$ cat src/cfts_regs.svh
// constants for the can frame timestamp timer: offsets, fields, resets, timing
// assumes inclusion by the timer and bench files only
//
// Contract
// - a 16-bit counter, read as high and low byte, is the common time base.
// - the counter stays stopped until the controller enable bit is set.
// - in time-triggered mode the count is copied to the sync capture at start or end of frame per edge select.
// - in time-triggered mode each frame is sent once, with no retransmission after an error.
// - every message object can be stamped with the count on its own reception or transmission.
// - a received frame is stamped in the cycle its receive-complete flag is set.
// - a sent frame is stamped in the cycle its transmit-complete flag is set.
// - the counter wraps from all ones to zero and keeps counting.
// - each wrap pulses timer_irq only when the overflow interrupt enable is set, and always sets the wrap status bit that irq_mask gates onto irq.
// - the general control register is 8 bits at ABh, bits abort, overload, tt mode, edge select, listen, test, on, reset.
// - setting controller on enables the controller and clock; clearing it stops after the frame in progress ends.
`ifndef CFTS_REGS_SVH
`define CFTS_REGS_SVH

// register indices (printed offset is not a multiple of four: byte address = 4 * index)
`define CFTS_IDX_GCON      8'hAB
`define CFTS_IDX_TIMH      8'hB0
`define CFTS_IDX_TIML      8'hB1
`define CFTS_IDX_TTCH      8'hB2
`define CFTS_IDX_TTCL      8'hB3
`define CFTS_IDX_STMPH     8'hB4
`define CFTS_IDX_STMPL     8'hB5
`define CFTS_IDX_OBJSEL    8'hB6
`define CFTS_IDX_IRQSTAT   8'hB7
`define CFTS_IDX_IRQMASK   8'hB8
`define CFTS_IDX_PRESC     8'hB9

// general control fields
`define CFTS_GCON_ABORT_BIT 7
`define CFTS_GCON_OVLD_BIT  6
`define CFTS_GCON_TTM_BIT   5
`define CFTS_GCON_EDGE_BIT  4
`define CFTS_GCON_LSTN_BIT  3
`define CFTS_GCON_TEST_BIT  2
`define CFTS_GCON_ON_BIT    1
`define CFTS_GCON_CLR_BIT   0
`define CFTS_GCON_RESET     8'h00

// interrupt status / mask fields
`define CFTS_IRQ_WRAP_BIT   0
`define CFTS_IRQ_SYNC_BIT   1
`define CFTS_IRQ_STAMP_BIT  2
`define CFTS_IRQ_RESET      8'h00

// prescaler reset: tick every (value+1) clocks
`define CFTS_PRESC_RESET    8'h00

// the controller needs two clocks before the counter starts
`define CFTS_START_CYCLES   2

`endif

$ cat src/cfts_pkg.sv
// types for the can frame timestamp timer
// assumes cfts_regs.svh sits in the same folder
package cfts_pkg;
   typedef enum logic [1:0] {CFTS_OFF, CFTS_STARTING, CFTS_RUN, CFTS_DRAIN} cfts_run_t;
   typedef logic [15:0] cfts_count_t;
endpackage

$ cat src/cfts_stamp_mem.sv
// per-object stamp store: one 16-bit entry for every message object
// assumes the write strobe carries a single-cycle sample of the counter
`timescale 1ns/1ps
module cfts_stamp_mem #(
   parameter int NUM_OBJ = 15,
   parameter int OBJ_W   = 4
) (
   input  wire logic                 pclk,
   input  wire logic                 presetn,
   input  wire logic                 wr_en,
   input  wire logic [OBJ_W-1:0]     wr_obj,
   input  wire cfts_pkg::cfts_count_t wr_data,
   input  wire logic [OBJ_W-1:0]     rd_obj,
   output cfts_pkg::cfts_count_t     rd_data
);
   import cfts_pkg::*;

   cfts_count_t mem [NUM_OBJ];
   cfts_count_t next_mem [NUM_OBJ];

   // write the stamp into the addressed object only
   always_comb begin
      for (int i = 0; i < NUM_OBJ; i++) begin
         next_mem[i] = mem[i];
      end
      if (wr_en && (int'(wr_obj) < NUM_OBJ)) begin
         next_mem[wr_obj] = wr_data;
      end
   end

   always_ff @(posedge pclk or negedge presetn) begin
      if (!presetn) begin
         for (int i = 0; i < NUM_OBJ; i++) begin
            mem[i] <= 16'h0000;
         end
      end else begin
         for (int i = 0; i < NUM_OBJ; i++) begin
            mem[i] <= next_mem[i];
         end
      end
   end

   // unimplemented object numbers read as zero
   always_comb begin
      rd_data = (int'(rd_obj) < NUM_OBJ) ? mem[rd_obj] : 16'h0000;
   end
endmodule // cfts_stamp_mem

$ cat src/cfts_timer.sv
// can frame timestamp timer: time base, sync capture, object stamps, apb registers
// assumes the protocol engine gives one-cycle event pulses synchronous to pclk
`timescale 1ns/1ps
`include "cfts_regs.svh"
module cfts_timer #(
   parameter int NUM_OBJ = 15,
   parameter int OBJ_W   = 4
) (
   input  wire logic                 pclk,
   input  wire logic                 presetn,
   input  wire logic                 psel,
   input  wire logic                 penable,
   input  wire logic                 pwrite,
   input  wire logic [11:0]          paddr,
   input  wire logic [31:0]          pwdata,
   output logic      [31:0]          prdata,
   output logic                      pready,
   output logic                      pslverr,
   input  wire logic                 frame_start,
   input  wire logic                 frame_end,
   input  wire logic                 frame_busy,
   input  wire logic                 rx_complete,
   input  wire logic                 tx_complete,
   input  wire logic [OBJ_W-1:0]     done_obj,
   input  wire logic                 timer_overflow_irq_enable,
   output logic                      timer_irq,
   output logic                      irq,
   output logic                      controller_enable,
   output logic                      single_shot,
   output logic [7:0]                can_general_control_q
);
   import cfts_pkg::*;

   ////////////////////////////////////////////////////////////////////////////
   // state
   cfts_run_t   run, next_run;
   logic [1:0]  start_cnt, next_start_cnt;
   logic [7:0]  presc, next_presc, pcnt, next_pcnt;
   cfts_count_t count, next_count;
   cfts_count_t sync_cap, next_sync_cap;
   logic [7:0]  gcon, next_gcon;
   logic [7:0]  irq_stat, next_irq_stat, irq_mask, next_irq_mask;
   logic [OBJ_W-1:0] obj_sel, next_obj_sel;
   logic [31:0] next_prdata;
   logic        next_irq, next_timer_irq;
   logic        running, tick, wrap, sync_evt, stamp_evt;
   logic        wr_acc, rd_acc, rd_setup;
   logic [9:0]  idx;
   cfts_count_t stamp_rd;

   // byte address to register index
   function automatic logic [9:0] reg_index(input logic [11:0] a);
      return a[11:2];
   endfunction

   assign idx     = reg_index(paddr);
   assign wr_acc  = psel && penable && pwrite;
   assign rd_acc  = psel && penable && !pwrite;
   // read data is fetched at the setup edge so that it stands together with pready
   assign rd_setup = psel && !penable && !pwrite;
   assign running = (run == CFTS_RUN) || (run == CFTS_DRAIN);
   assign tick    = running && (pcnt == presc);
   assign wrap    = tick && (count == 16'hFFFF);
   assign sync_evt  = running && gcon[`CFTS_GCON_TTM_BIT] &&
                      (gcon[`CFTS_GCON_EDGE_BIT] ? frame_end : frame_start);
   assign stamp_evt = running && (rx_complete || tx_complete);

   ////////////////////////////////////////////////////////////////////////////
   // enable sequencing: two clocks to start, drain the live frame on disable
   always_comb begin
      next_run       = run;
      next_start_cnt = start_cnt;
      unique case (run)
         CFTS_OFF: begin
            if (gcon[`CFTS_GCON_ON_BIT]) begin
               next_run       = CFTS_STARTING;
               next_start_cnt = 2'(`CFTS_START_CYCLES - 1);
            end
         end
         CFTS_STARTING: begin
            if (!gcon[`CFTS_GCON_ON_BIT]) begin
               next_run = CFTS_OFF;
            end else if (start_cnt == 2'h0) begin
               next_run = CFTS_RUN;
            end else begin
               next_start_cnt = start_cnt - 2'h1;
            end
         end
         CFTS_RUN: begin
            if (!gcon[`CFTS_GCON_ON_BIT]) begin
               next_run = frame_busy ? CFTS_DRAIN : CFTS_OFF;
            end
         end
         CFTS_DRAIN: begin
            if (gcon[`CFTS_GCON_ON_BIT]) begin
               next_run = CFTS_RUN;
            end else if (!frame_busy) begin
               next_run = CFTS_OFF;
            end
         end
      endcase
   end

   always_ff @(posedge pclk or negedge presetn) begin
      if (!presetn) begin
         run       <= CFTS_OFF;
         start_cnt <= 2'h0;
      end else begin
         run       <= next_run;
         start_cnt <= next_start_cnt;
      end
   end

   ////////////////////////////////////////////////////////////////////////////
   // prescaler and time base; general reset clears the count
   always_comb begin
      next_pcnt  = running ? (tick ? 8'h00 : pcnt + 8'h01) : 8'h00;
      next_count = count;
      if (gcon[`CFTS_GCON_CLR_BIT]) begin
         next_count = 16'h0000;
      end else if (tick) begin
         next_count = count + 16'h0001;
      end
      // whole count latched at once, so both bytes match
      next_sync_cap = sync_evt ? count : sync_cap;
   end

   always_ff @(posedge pclk or negedge presetn) begin
      if (!presetn) begin
         pcnt     <= 8'h00;
         count    <= 16'h0000;
         sync_cap <= 16'h0000;
      end else begin
         pcnt     <= next_pcnt;
         count    <= next_count;
         sync_cap <= next_sync_cap;
      end
   end

   ////////////////////////////////////////////////////////////////////////////
   // per-object stamps
   cfts_stamp_mem #(
      .NUM_OBJ (NUM_OBJ),
      .OBJ_W   (OBJ_W)
   ) u_stamp (
      .pclk    (pclk),
      .presetn (presetn),
      .wr_en   (stamp_evt),
      .wr_obj  (done_obj),
      .wr_data (count),
      .rd_obj  (obj_sel),
      .rd_data (stamp_rd)
   );

   ////////////////////////////////////////////////////////////////////////////
   // apb registers; zero wait states; status clears on read, set wins
   always_comb begin
      next_gcon     = gcon;
      next_presc    = presc;
      next_irq_mask = irq_mask;
      next_obj_sel  = obj_sel;
      next_prdata   = 32'h0000_0000;
      next_irq_stat = irq_stat;
      if (wr_acc) begin
         unique case (idx)
            10'(`CFTS_IDX_GCON):    next_gcon     = pwdata[7:0];
            10'(`CFTS_IDX_PRESC):   next_presc    = pwdata[7:0];
            10'(`CFTS_IDX_IRQMASK): next_irq_mask = pwdata[7:0];
            10'(`CFTS_IDX_OBJSEL):  next_obj_sel  = pwdata[OBJ_W-1:0];
            default: ;
         endcase
      end
      // general reset acts once and self-clears
      if (gcon[`CFTS_GCON_CLR_BIT] && !(wr_acc && idx == 10'(`CFTS_IDX_GCON))) begin
         next_gcon[`CFTS_GCON_CLR_BIT] = 1'b0;
      end
      if (rd_setup) begin
         unique case (idx)
            10'(`CFTS_IDX_GCON):    next_prdata[7:0] = gcon;
            10'(`CFTS_IDX_TIMH):    next_prdata[7:0] = count[15:8];
            10'(`CFTS_IDX_TIML):    next_prdata[7:0] = count[7:0];
            10'(`CFTS_IDX_TTCH):    next_prdata[7:0] = sync_cap[15:8];
            10'(`CFTS_IDX_TTCL):    next_prdata[7:0] = sync_cap[7:0];
            10'(`CFTS_IDX_STMPH):   next_prdata[7:0] = stamp_rd[15:8];
            10'(`CFTS_IDX_STMPL):   next_prdata[7:0] = stamp_rd[7:0];
            10'(`CFTS_IDX_OBJSEL):  next_prdata[OBJ_W-1:0] = obj_sel;
            10'(`CFTS_IDX_IRQSTAT): next_prdata[7:0] = irq_stat;
            10'(`CFTS_IDX_IRQMASK): next_prdata[7:0] = irq_mask;
            10'(`CFTS_IDX_PRESC):   next_prdata[7:0] = presc;
            default: ;
         endcase
      end
      // clear only the bits that the read returned, so an event after the setup edge survives
      if (rd_acc && idx == 10'(`CFTS_IDX_IRQSTAT)) begin
         next_irq_stat = irq_stat & ~prdata[7:0];
      end
      if (wrap) next_irq_stat[`CFTS_IRQ_WRAP_BIT] = 1'b1;
      if (sync_evt) next_irq_stat[`CFTS_IRQ_SYNC_BIT] = 1'b1;
      if (stamp_evt) next_irq_stat[`CFTS_IRQ_STAMP_BIT] = 1'b1;
      next_irq       = |(next_irq_stat & next_irq_mask);
      next_timer_irq = wrap && timer_overflow_irq_enable;
   end

   always_ff @(posedge pclk or negedge presetn) begin
      if (!presetn) begin
         gcon      <= `CFTS_GCON_RESET;
         presc     <= `CFTS_PRESC_RESET;
         irq_mask  <= `CFTS_IRQ_RESET;
         irq_stat  <= `CFTS_IRQ_RESET;
         obj_sel   <= '0;
         prdata    <= 32'h0000_0000;
         irq       <= 1'b0;
         timer_irq <= 1'b0;
      end else begin
         gcon      <= next_gcon;
         presc     <= next_presc;
         irq_mask  <= next_irq_mask;
         irq_stat  <= next_irq_stat;
         obj_sel   <= next_obj_sel;
         prdata    <= next_prdata;
         irq       <= next_irq;
         timer_irq <= next_timer_irq;
      end
   end

   ////////////////////////////////////////////////////////////////////////////
   // handshake and outputs to the protocol engine, all registered
   always_ff @(posedge pclk or negedge presetn) begin
      if (!presetn) begin
         pready                <= 1'b0;
         pslverr               <= 1'b0;
         controller_enable     <= 1'b0;
         single_shot           <= 1'b0;
         can_general_control_q <= `CFTS_GCON_RESET;
      end else begin
         pready                <= psel && !penable;
         pslverr               <= 1'b0;
         controller_enable     <= (next_run != CFTS_OFF);
         single_shot           <= next_gcon[`CFTS_GCON_TTM_BIT];
         can_general_control_q <= next_gcon;
      end
   end

   ////////////////////////////////////////////////////////////////////////////
   // assertions
   wrap_zero_a: assert property (@(posedge pclk) disable iff (!presetn)
      wrap && !gcon[`CFTS_GCON_CLR_BIT] |=> count == 16'h0000)
      else $error("count did not wrap to zero");
   stopped_off_a: assert property (@(posedge pclk) disable iff (!presetn)
      run == CFTS_OFF && !gcon[`CFTS_GCON_CLR_BIT] |=> $stable(count))
      else $error("count moved while controller off");
   sync_take_a: assert property (@(posedge pclk) disable iff (!presetn)
      sync_evt |=> sync_cap == $past(count))
      else $error("sync capture missed");
   timer_irq_a: assert property (@(posedge pclk) disable iff (!presetn)
      timer_irq |-> $past(wrap) && $past(timer_overflow_irq_enable))
      else $error("overflow irq without cause");
   timer_irq_set_a: assert property (@(posedge pclk) disable iff (!presetn)
      wrap && timer_overflow_irq_enable |=> timer_irq)
      else $error("overflow irq lost");
   no_sync_off_a: assert property (@(posedge pclk) disable iff (!presetn)
      !gcon[`CFTS_GCON_TTM_BIT] |=> $stable(sync_cap))
      else $error("sync capture outside tt mode");
   start_delay_a: assert property (@(posedge pclk) disable iff (!presetn)
      run == CFTS_OFF ##1 run == CFTS_STARTING |-> !running ##1 !running)
      else $error("counter started too early");
   tick_step_a: assert property (@(posedge pclk) disable iff (!presetn)
      tick && count != 16'hFFFF && !gcon[`CFTS_GCON_CLR_BIT] |=> count == $past(count) + 16'h0001)
      else $error("tick did not advance count");
   shot_a: assert property (@(posedge pclk) disable iff (!presetn)
      single_shot == gcon[`CFTS_GCON_TTM_BIT])
      else $error("single shot does not follow tt mode");
   cov_wrap_c:  cover property (@(posedge pclk) disable iff (!presetn) wrap);
   cov_sync_c:  cover property (@(posedge pclk) disable iff (!presetn) sync_evt);
   cov_stamp_c: cover property (@(posedge pclk) disable iff (!presetn) stamp_evt);
   cov_drain_c: cover property (@(posedge pclk) disable iff (!presetn) run == CFTS_DRAIN);
endmodule // cfts_timer

$ cat config.mk
export PLATFORM = sky130hd
export DESIGN_NAME = cfts_timer
export DESIGN_NICKNAME = d
export VERILOG_FILES = /design/src/cfts_pkg.sv /design/src/cfts_stamp_mem.sv /design/src/cfts_timer.sv
export VERILOG_INCLUDE_DIRS = /design/src
export SDC_FILE = /design/constraint.sdc
export NUM_CORES = 1
export LEC_CHECK = 0
export BUFFER_PORTS_ARGS = -buffer_cell sky130_fd_sc_hd__buf_2
export CELL_PAD_IN_SITES_DETAIL_PLACEMENT = 2
export CELL_PAD_IN_SITES_GLOBAL_PLACEMENT = 2
export CORE_UTILIZATION = 43
export CTS_CLUSTER_DIAMETER = 40
export CTS_CLUSTER_SIZE = 12
export DETAILED_ROUTE_END_ITERATION = 6
export GPL_ROUTABILITY_DRIVEN = 0
export PLACE_DENSITY_LB_ADDON = 0.08
export SLEW_MARGIN = 20
export SYNTH_ARGS = -nofsm -noshare
export SYNTH_HDL_FRONTEND = slang
export SYNTH_HIERARCHICAL = 1
export SYNTH_SLANG_ARGS = --single-unit
$ cat constraint.sdc
create_clock -name pclk -period 2.6 [get_ports pclk]
set_input_delay 0.52 -clock pclk [delete_from_list [all_inputs] [get_ports pclk]]
set_output_delay 0.52 -clock pclk [all_outputs]
set_load 0.02 [all_outputs]
# Word level (Yosys, flattened, before mapping)
# Index checks and enable logic that the tools add are counted.
# Widths: inputs -> output; s select.
# totals
word_cells	134
out_inout_bits	46
in_bits	59
register_bits	332
# op_classes
bitwise	5
muxes	36
n_lt_le_gt_ge	5
add_sub_neg	3
n_reduce_logical	34
eq_ne	19
# op_table
op	n
$bwmux 240	1
$eq 10x8->1 const B	11
$mux 16	6
$bmux 16 s4	1
$demux 16 s4	1
$mux 8	6
$pmux 4 s11	1
$pmux 4 s10	1
$mux 2	10
$add 16x1->16 const B	1
$and 8x8->8	2
$eq 16x16->1 const B	1
$logic_and 1x1->1	16
$mux 6	2
$ge 5x5->1 const B	2
$not 4->5	2
$reduce_bool 2->1	5
$add 8x1->8 const B	1
$eq 8x8->1	1
$lt 4x4->1 const B	2
$not 8->8	1
$pmux 2 s4	1
$reduce_and 2->1	4
$reduce_or 8->1	1
11 further kinds	22

# Logic depth before layout (Yosys ltp)
# Gate-level depths: netlist of the first run.
# logic_depth
ltp_word	7
mapped_depth	11
mapped_depth_nobuf	7

# Modules after synthesis
# The synthesis of the first run kept the hierarchy.
# modules_own_cells
mod	area_per_inst_um2	cells_per_inst	n_inst	seq_area_each_um2
cfts_stamp_mem	11105.7	709	1	6005.8
cfts_timer	4708.3	442	1	2302.2

# Worst setup path before layout of the first run
# OpenSTA, ideal clock, no wires.
# synth_path
path_type	in2reg
from	in paddr[5]
to	reg irq
n_path_buf	1
arrival_ns	2.359
setup_slack_ns	0.106
stages	7
cell_sequence	buf_6 or4b_4 or4_4 o21a_1 a41o_1 a222oi_1 nand4_1
# synth_via
elab_chain_cells	6
word_cells_on_any_way	11
classes_between	eq/ne: 2; mux: 6; bitwise: 1; reduce/logical: 2
# synth_lines
element	line	text
from (decl)	cfts_timer.sv:14	input wire logic [11:0] paddr,
$eq 10x8->1	cfts_timer.sv:194	if (rd_acc && idx == 10'(`CFTS_IDX_IRQSTAT)) begin
$logic_and 1x1->1	cfts_timer.sv:194	
$mux 8	cfts_timer.sv:194	
$mux 1	cfts_timer.sv:197	if (wrap) next_irq_stat[`CFTS_IRQ_WRAP_BIT] = 1'b1;
via next_irq_stat[0]	cfts_timer.sv:42	logic [7:0] irq_stat, next_irq_stat, irq_mask, next_irq_mask;
$and 8x8->8	cfts_timer.sv:200	next_irq = |(next_irq_stat & next_irq_mask);
$reduce_or 8->1	cfts_timer.sv:200	
via next_irq	cfts_timer.sv:45	logic next_irq, next_timer_irq;
to (signal assigned)	cfts_timer.sv:221	irq <= next_irq;
to (decl)	cfts_timer.sv:27	output logic irq,
# The timed path passes the listed nets, and every way through them passes these cells.
# A chain may end at the register's enable or synchronous reset.

# Worst setup path in the final report of the first run
# layout_path
from	reg obj_sel[0]
to	reg prdata[7]
# layout_via
elab_chain_cells	7
word_cells_on_any_way	8
classes_between	order compare: 1; mux: 6; bitwise: 1
# layout_lines
element	line	text
from (decl)	cfts_timer.sv:43	logic [OBJ_W-1:0] obj_sel, next_obj_sel;
from (signal assigned)	cfts_timer.sv:219	obj_sel <= next_obj_sel;
$not 4->5 (implied by the code)	cfts_stamp_mem.sv:45	rd_data = (int'(rd_obj) < NUM_OBJ) ? mem[rd_obj] : 16'h0000;
$bmux 16 s4	cfts_stamp_mem.sv:45	
$mux 16 (implied by the code) (2 in series)	cfts_stamp_mem.sv:45	
$mux 16 *	cfts_stamp_mem.sv:45	
via stamp_rd[15]	cfts_timer.sv:49	cfts_count_t stamp_rd;
$pmux 4 s10 *	cfts_timer.sv:178	unique case (idx)
$mux 8 *	cfts_timer.sv:177	if (rd_setup) begin
via next_prdata[7]	cfts_timer.sv:44	logic [31:0] next_prdata;
to (signal assigned)	cfts_timer.sv:220	prdata <= next_prdata;
to (decl)	cfts_timer.sv:16	output logic [31:0] prdata,
# The timed path passes the listed nets; every way through them passes the cells marked *. The select of a mux whose other input is x is not followed.

==> results of run 1 <==
[cell families (layout without fill, tap and decap cells)]
family / Yosys count / count (layout)
buf+inv: 113 / 288
flops: 332 / 332
fa+ha+maj: 3 / 3
compound gates: 115 / 115
xor+xnor: 30 / 30
other cells: 1 / 25
simple gates: 175 / 175
mux: 382 / 382
[per-stage QoR]
step	worst slack, ps	total power [mW]	cells
after detailed placement	-7.35	5.71	1695
after global routing	2.78	14.2	1811
after floorplan	106	5.47	1175
final	41.8	13.8	1811
after global placement	11.9	5.70	1695
after CTS	12.8	14.0	1802
[state kept, by name (all words and copies together), names as in the netlist, 4 cells and up]
register and flops:
obj_sel 4, u_stamp/mem 240, irq_stat 8, sync_cap 16
can_general_control_q 7, irq_mask 8, count 16, presc 8
pcnt 8, prdata 8
[critical path, delay by kind of cell, from the launching register on]
kind | cells | cell delay, ps
buffers and inverters | 3 | 440
muxes | 1 | 400
AOI/OAI and AO/OA | 5 | 1080
DFF | 1 | 520
[final timing paths]
| check | start | end | slack [ps] | cells after the start |
|---|---|---|---|---|
| setup / recovery | obj_sel[0] | prdata[7] | 40 | 9 |
| hold reg to reg | u_stamp/mem[219] | u_stamp/mem[219] | 490 | 1 |
| min in group asynchronous | presetn | start_cnt[0] | 500 | 2 |
| hold / removal | penable | pready | 120 | 2 |
| max in group asynchronous | presetn | u_stamp/mem[153] | 1350 | 3 |
| setup reg to reg | obj_sel[0] | prdata[7] | 40 | 9 |
[power groups by stage]
| stage | Combinational (mW) | Clock (mW) | Sequential (mW) |
|---|---|---|---|
| 4_1_cts | 0.415 | 8.37 | 5.21 |
| 3_5_place_dp | 0.408 | 0 | 5.30 |
| 6_report | 0.413 | 8.21 | 5.21 |
| 3_3_place_gp | 0.400 | 0 | 5.30 |
| 2_1_floorplan | 0.163 | 0 | 5.31 |
| 5_1_grt | 0.453 | 8.56 | 5.21 |
[layer usage]
metal,vias to the layer above,wire length [microns],GRT usage [%],part of all wire [%]
li1,4511,-,-,-
met1,5633,21300,34.3,42
met2,221,26200,49.4,51
met3,96,1570,3.34,3.1
met4,0,1940,12.0,3.8
met5,-,0,0,0
[timing repair]
| item | in CTS | in global routing |
|---|---|---|
| buffers inserted | 0 | 8 |
| setup endpoints to repair | 0 | 7 |
| hold buffers | 1 | 0 |
| resized for setup | 0 | 5 |
| hold endpoints to repair | 61 | 0 |
[cells in the final DEF, fill, tap and decap left out, types with 5 or more instances in the layout]
master / count
a21oi_1: 7
a222oi_1: 6
a22oi_1: 41
and3_1: 9
buf_12: 25
buf_2: 52
buf_4: 92
bufinv_16: 10
clkbuf_1: 5
clkbuf_16: 59
clkbuf_8: 9
clkinv_4: 7
conb_1: 25
dfrtp_1: 330
inv_1: 10
inv_6: 5
mux2_1: 19
mux2_2: 243
mux2_4: 20
mux2i_1: 52
mux4_2: 48
nand2_1: 18
nand2b_1: 23
nand3_1: 25
nand3b_1: 6
nand4_1: 6
nor2_1: 44
nor2_2: 8
nor3_1: 8
o21a_1: 5
o21ai_0: 7
o21ai_1: 16
o22ai_1: 8
xnor2_1: 14
xor2_1: 16
[final cells by class]
| class | count | area (sq um) | share of cell area, % |
|---|---|---|---|
| repair buffers | 172 | 1500 | 7.67 |
| well taps | 461 | 577 | 2.95 |
| flip-flops and latches | 332 | 8320 | 42.5 |
| clock buffers | 72 | 1590 | 8.15 |
| multi-input cells | 730 | 7020 | 35.9 |
| inverters | 10 | 37.5 | 0.192 |
| clock inverters | 34 | 514 | 2.63 |
==> impl_metrics.json, run 1 <==
{
  "hold_violations": 0,
  "grt_usage_pct": 27.9,
  "p_sw_share_pct": 22.8,
  "crit_top_cell": "buf_12",
  "intPower_mw": 10.7,
  "clock_skew_ps": 31.7,
  "cts_buffers": 57,
  "cts.htree.levels": 2,
  "power.switching_mw": 3.15,
  "yosys.area_share.adder_pct": 0.237,
  "ys_warn_count": 6,
  "grt_pass1_wl_microns": 78200,
  "boundaryPins": 105,
  "yosysSeqAreaShare_pct": 52.5,
  "power_frac_seq_pct": 37.7,
  "fin_area_sq_um": 19600,
  "drive_above_1_share_pct": 44.8,
  "synth_top_area_cell": "dfrtp_1",
  "synth-simple-area-share_pct": 5.93,
  "rows": 69,
  "outcome": "completed",
  "p_leak_nw": 9.05,
  "whs_ps": 123,
  "slew-limit-headroom_pct": 37.7,
  "syn_avg_cell_area_sq_um": 13.7,
  "ant_nets": 0,
  "hp-class": "primary input to flip-flop",
  "dpl-instance-area_sq_um": 17300,
  "vias_per_cell": 5.78,
  "worstPathCellList": "buf_12 -> buf_12 -> mux4_2 -> a22oi_1 -> buf_4 -> o21ai_1 -> a222oi_1 -> o22ai_1 -> o21a_1",
  "ir_drop_mv": 0.513,
  "worst_pin_slew_ps": 935,
  "crit_slowest_cell": "dfrtp_4",
  "vias": 10461,
  "yosys.cell_types.count": 55,
  "min_period_ps": 2560,
  "fin_setup_tns_ps": 0,
  "areaGrowthSynthToFinish_pct": 23.7,
  "drcViolationCount": 0,
  "nNetsFinal": 1365,
  "dp_hpwl_microns": 31500,
  "comb_power_share_pct": 3.0,
  "initial_utilization_pct": 44.0,
  "wl_per_cell_microns": 28.2,
  "clk_pin_slew_ps": 50,
  "timing.fmax_ghz": 0.391,
  "synthCells": 1151,
  "synth_top_family_by_area": "multiplexers",
  "synth_xor_area_share_pct": 1.66,
  "die_h_microns": 194,
  "ys_seq_elements": 332,
  "synth-edff-count": 0,
  "synth_common_cells": "dfrtp_1 (332), mux2_2 (243), mux2i_1 (52), mux4_2 (48)",
  "synth.most_common_cell": "dfrtp_1",
  "max_stage_delay_ps": 520,
  "cp.required_ps": 3080,
  "muxShareOfSynthArea_pct": 30.7,
  "cellPowerDensity_nw_per_um2": 707,
  "async_flop_share_pct": 100,
  "drtIter0Drc": 420,
  "io_buffers": 53,
  "critPathMaxFanout": 6,
  "diodes": 0,
  "dr.pass1.iters": 6,
  "drv_slew": 0,
  "max-clock-path-buffers": 3,
  "endpoint_kind": "flip-flop",
  "antenna_found_initial": 1,
  "synth-compound-area-share_pct": 5.06,
  "worstPathArrival_ps": 3040,
  "setup_viol_count_final": 0,
  "cts_tree": "built",
  "cts-root-buf": "clkbuf_16",
  "cts_sinks": 332,
  "dieWidth_microns": 194,
  "rsz0062_at_grt": "no",
  "syn_area_sq_um": 15800,
  "overflow": 0,
  "clkLatencyLatePin_ps": 610,
  "worstSetupStartpointType": "flip-flop",
  "grt_max_degree": 74,
  "wirelength_microns": 51000,
  "synth.top_cell.area_share_pct": 52.5,
  "fin_crit_sh_pct": 98.4,
  "clkPwrFrac_pct": 59.3,
  "synth_area_leaders": "dfrtp_1 (53%), mux2_2 (17%), mux4_2 (6.8%)",
  "grt_pass1_vias": 12383,
  "path_class": "flip-flop to flip-flop",
  "final_util_pct": 54.5,
  "core_sq_um": 35900,
  "nFillCells": 3270,
  "die_area_sq_um": 37500,
  "drv_cap": 0,
  "ys.flop_type": "dfrtp_1"
}
No activity file was read; power rests on OpenSTA's default activity.
==> inputs of run 2 (changes only) <==
Settings changed: CORE_UTILIZATION 43 to 45, CTS_BUF_LIST set to sky130_fd_sc_hd__clkbuf_2.
==> impl_metrics.json, run 2 (synthesis gave the netlist of run 1 again) <==
{
  "outcome": "finished, violations left",
  "violations": "negative setup slack",
  "largest-register": "u_stamp/mem",
  "clk_pin_slew_ps": 210,
  "timing.fmax_ghz": 0.381,
  "reg2reg_depth": 10,
  "vias": 10408,
  "reg_top3": "u_stamp/mem (240), count (16), sync_cap (16)",
  "hold_violations": 0,
  "drive_above_1_share_pct": 43.4,
  "r2r_slack_ps": 90,
  "slew-limit-headroom_pct": 41.6,
  "grt_pass1_vias": 11673,
  "areaGrowthSynthToFinish_pct": 15.3,
  "wirelength_microns": 47500,
  "path_class": "primary input to flip-flop",
  "largest_register_ffs": 240,
  "grt_usage_pct": 27.4,
  "cellPowerDensity_nw_per_um2": 524,
  "setup_viol_count_final": 1,
  "fin_ws_ps": -24.1,
  "dpl-instance-area_sq_um": 17200,
  "rr_endpoint": "prdata[1]",
  "fin_area_sq_um": 18200,
  "nFillCells": 3276,
  "overflow": 0,
  "dp_hpwl_microns": 31100,
  "min_period_ps": 2620,
  "cts_sinks": 332,
  "fin_crit_sh_pct": 101,
  "grt_max_degree": 75,
  "cp.required_ps": 3470,
  "cp-startpoint": "paddr[5]",
  "dr.pass1.iters": 6,
  "core_sq_um": 34500,
  "antenna_found_initial": 3,
  "grt_pass1_wl_microns": 73100,
  "clock_skew_ps": 59.7,
  "rows": 68,
  "power.switching_mw": 2.50,
  "intPower_mw": 7.06,
  "dieWidth_microns": 189,
  "clkLatencyLatePin_ps": 1040,
  "cp-endpoint": "irq",
  "wl_per_cell_microns": 26.3,
  "cts_tree": "built",
  "ant_nets": 0,
  "final_common_cell": "dfrtp_1",
  "drv_slew": 0,
  "die_h_microns": 189,
  "hp-class": "primary input to flip-flop",
  "die_area_sq_um": 35900,
  "worstPathArrival_ps": 3490,
  "max-clock-path-buffers": 3,
  "reg2reg_from": "obj_sel[0]",
  "critPathMaxFanout": 2,
  "p_leak_nw": 8.51,
  "vias_per_cell": 5.77,
  "drcViolationCount": 0,
  "cts-root-buf": "clkbuf_2",
  "cts.htree.levels": 2,
  "worstSetupStartpointType": "primary input",
  "cts_buffers": 54,
  "comb_power_share_pct": 4.4,
  "drtIter0Drc": 436,
  "io_buffers": 53,
  "boundaryPins": 105,
  "p_sw_share_pct": 26.2,
  "nNetsFinal": 1365,
  "power_frac_seq_pct": 54.4,
  "clkPwrFrac_pct": 41.2,
  "final_util_pct": 52.8,
  "worst_pin_slew_ps": 876,
  "initial_utilization_pct": 45.8,
  "drv_cap": 0,
  "rsz0062_at_grt": "no",
  "ir_drop_mv": 0.530,
  "endpoint_kind": "flip-flop",
  "layout_common_cells": "dfrtp_1 (330), mux2_2 (243), buf_4 (84), clkbuf_2 (62)"
}
[run 2: routing by layer]
| layer | up-vias | global-route usage (%) | share of wire (%) |
|---|---|---|---|
| li1 | 4521 | - | - |
| met5 | - | 0 | 0 |
| met2 | 235 | 47.2 | 51 |
| met3 | 76 | 3.32 | 3.3 |
| met4 | 0 | 9.86 | 3.1 |
| met1 | 5576 | 35.5 | 43 |
[run 2: what timing repair did]
action / 4_1_cts / 5_1_grt
endpoints found under the setup margin: 0 / 6
gates resized for setup: 0 / 7
setup buffers: 0 / 5
hold buffers: 18 / 0
endpoints found under the hold margin: 376 / 0
[run 2: worst min path at each step]
stage | start | to | slack [ps] | depth (start not counted)
after detailed placement | u_stamp/mem[33] | u_stamp/mem[33] | 480 | 1
after CTS | done_obj[0] | u_stamp/mem[57] | 20 | 4
after global routing | presetn | u_stamp/mem[48] | 70 | 3
final | done_obj[0] | u_stamp/mem[57] | 110 | 4
after floorplan | presetn | can_general_control_q[0] | 220 | 0
after global placement | sync_cap[10] | sync_cap[10] | 470 | 2
[run 2: final cells by class]
type | count | area [sq um] | share of cell area (%)
clock inverters | 39 | 470 | 2.58
diodes | 2 | 5.00 | 0.0274
flip-flops and latches | 332 | 8320 | 45.6
inverters | 10 | 37.5 | 0.206
clock buffers | 62 | 310 | 1.70
well taps | 455 | 569 | 3.12
repair buffers | 175 | 1510 | 8.27
multi-input cells | 730 | 7020 | 38.5
[run 2: critical path: stages]
cell and delay [ps]:
dlygate4sd3_1 530, buf_2 120, or4b_4 500, or4_4 450, o21a_1 180, dlygate4sd3_1 550, a41o_1 220, a222oi_1 300
nand4_1 120
[run 2: per-stage QoR]
step / hold WS (ps) / setup slack [ps] / instances / TNS [ps] / total power [mW]
after detailed placement: 482 / -18.4 / 1678 / -18.4 / 5.69
after global placement: 468 / -11.6 / 1678 / -11.6 / 5.68
after CTS: 24.8 / 12.8 / 1797 / 0 / 9.71
after global routing: 70.4 / 3.46 / 1805 / 0 / 9.94
after floorplan: 224 / 106 / 1175 / 0 / 5.47
final: 114 / -24.1 / 1805 / -24.1 / 9.56
[run 2: power by group through the flow]
stage	combinational, mW	clock (mW)	sequential, mW
after detailed placement	0.396	0	5.30
after global routing	0.460	4.27	5.21
after CTS	0.423	4.08	5.20
final	0.417	3.94	5.20
after floorplan	0.163	0	5.31
after global placement	0.386	0	5.30
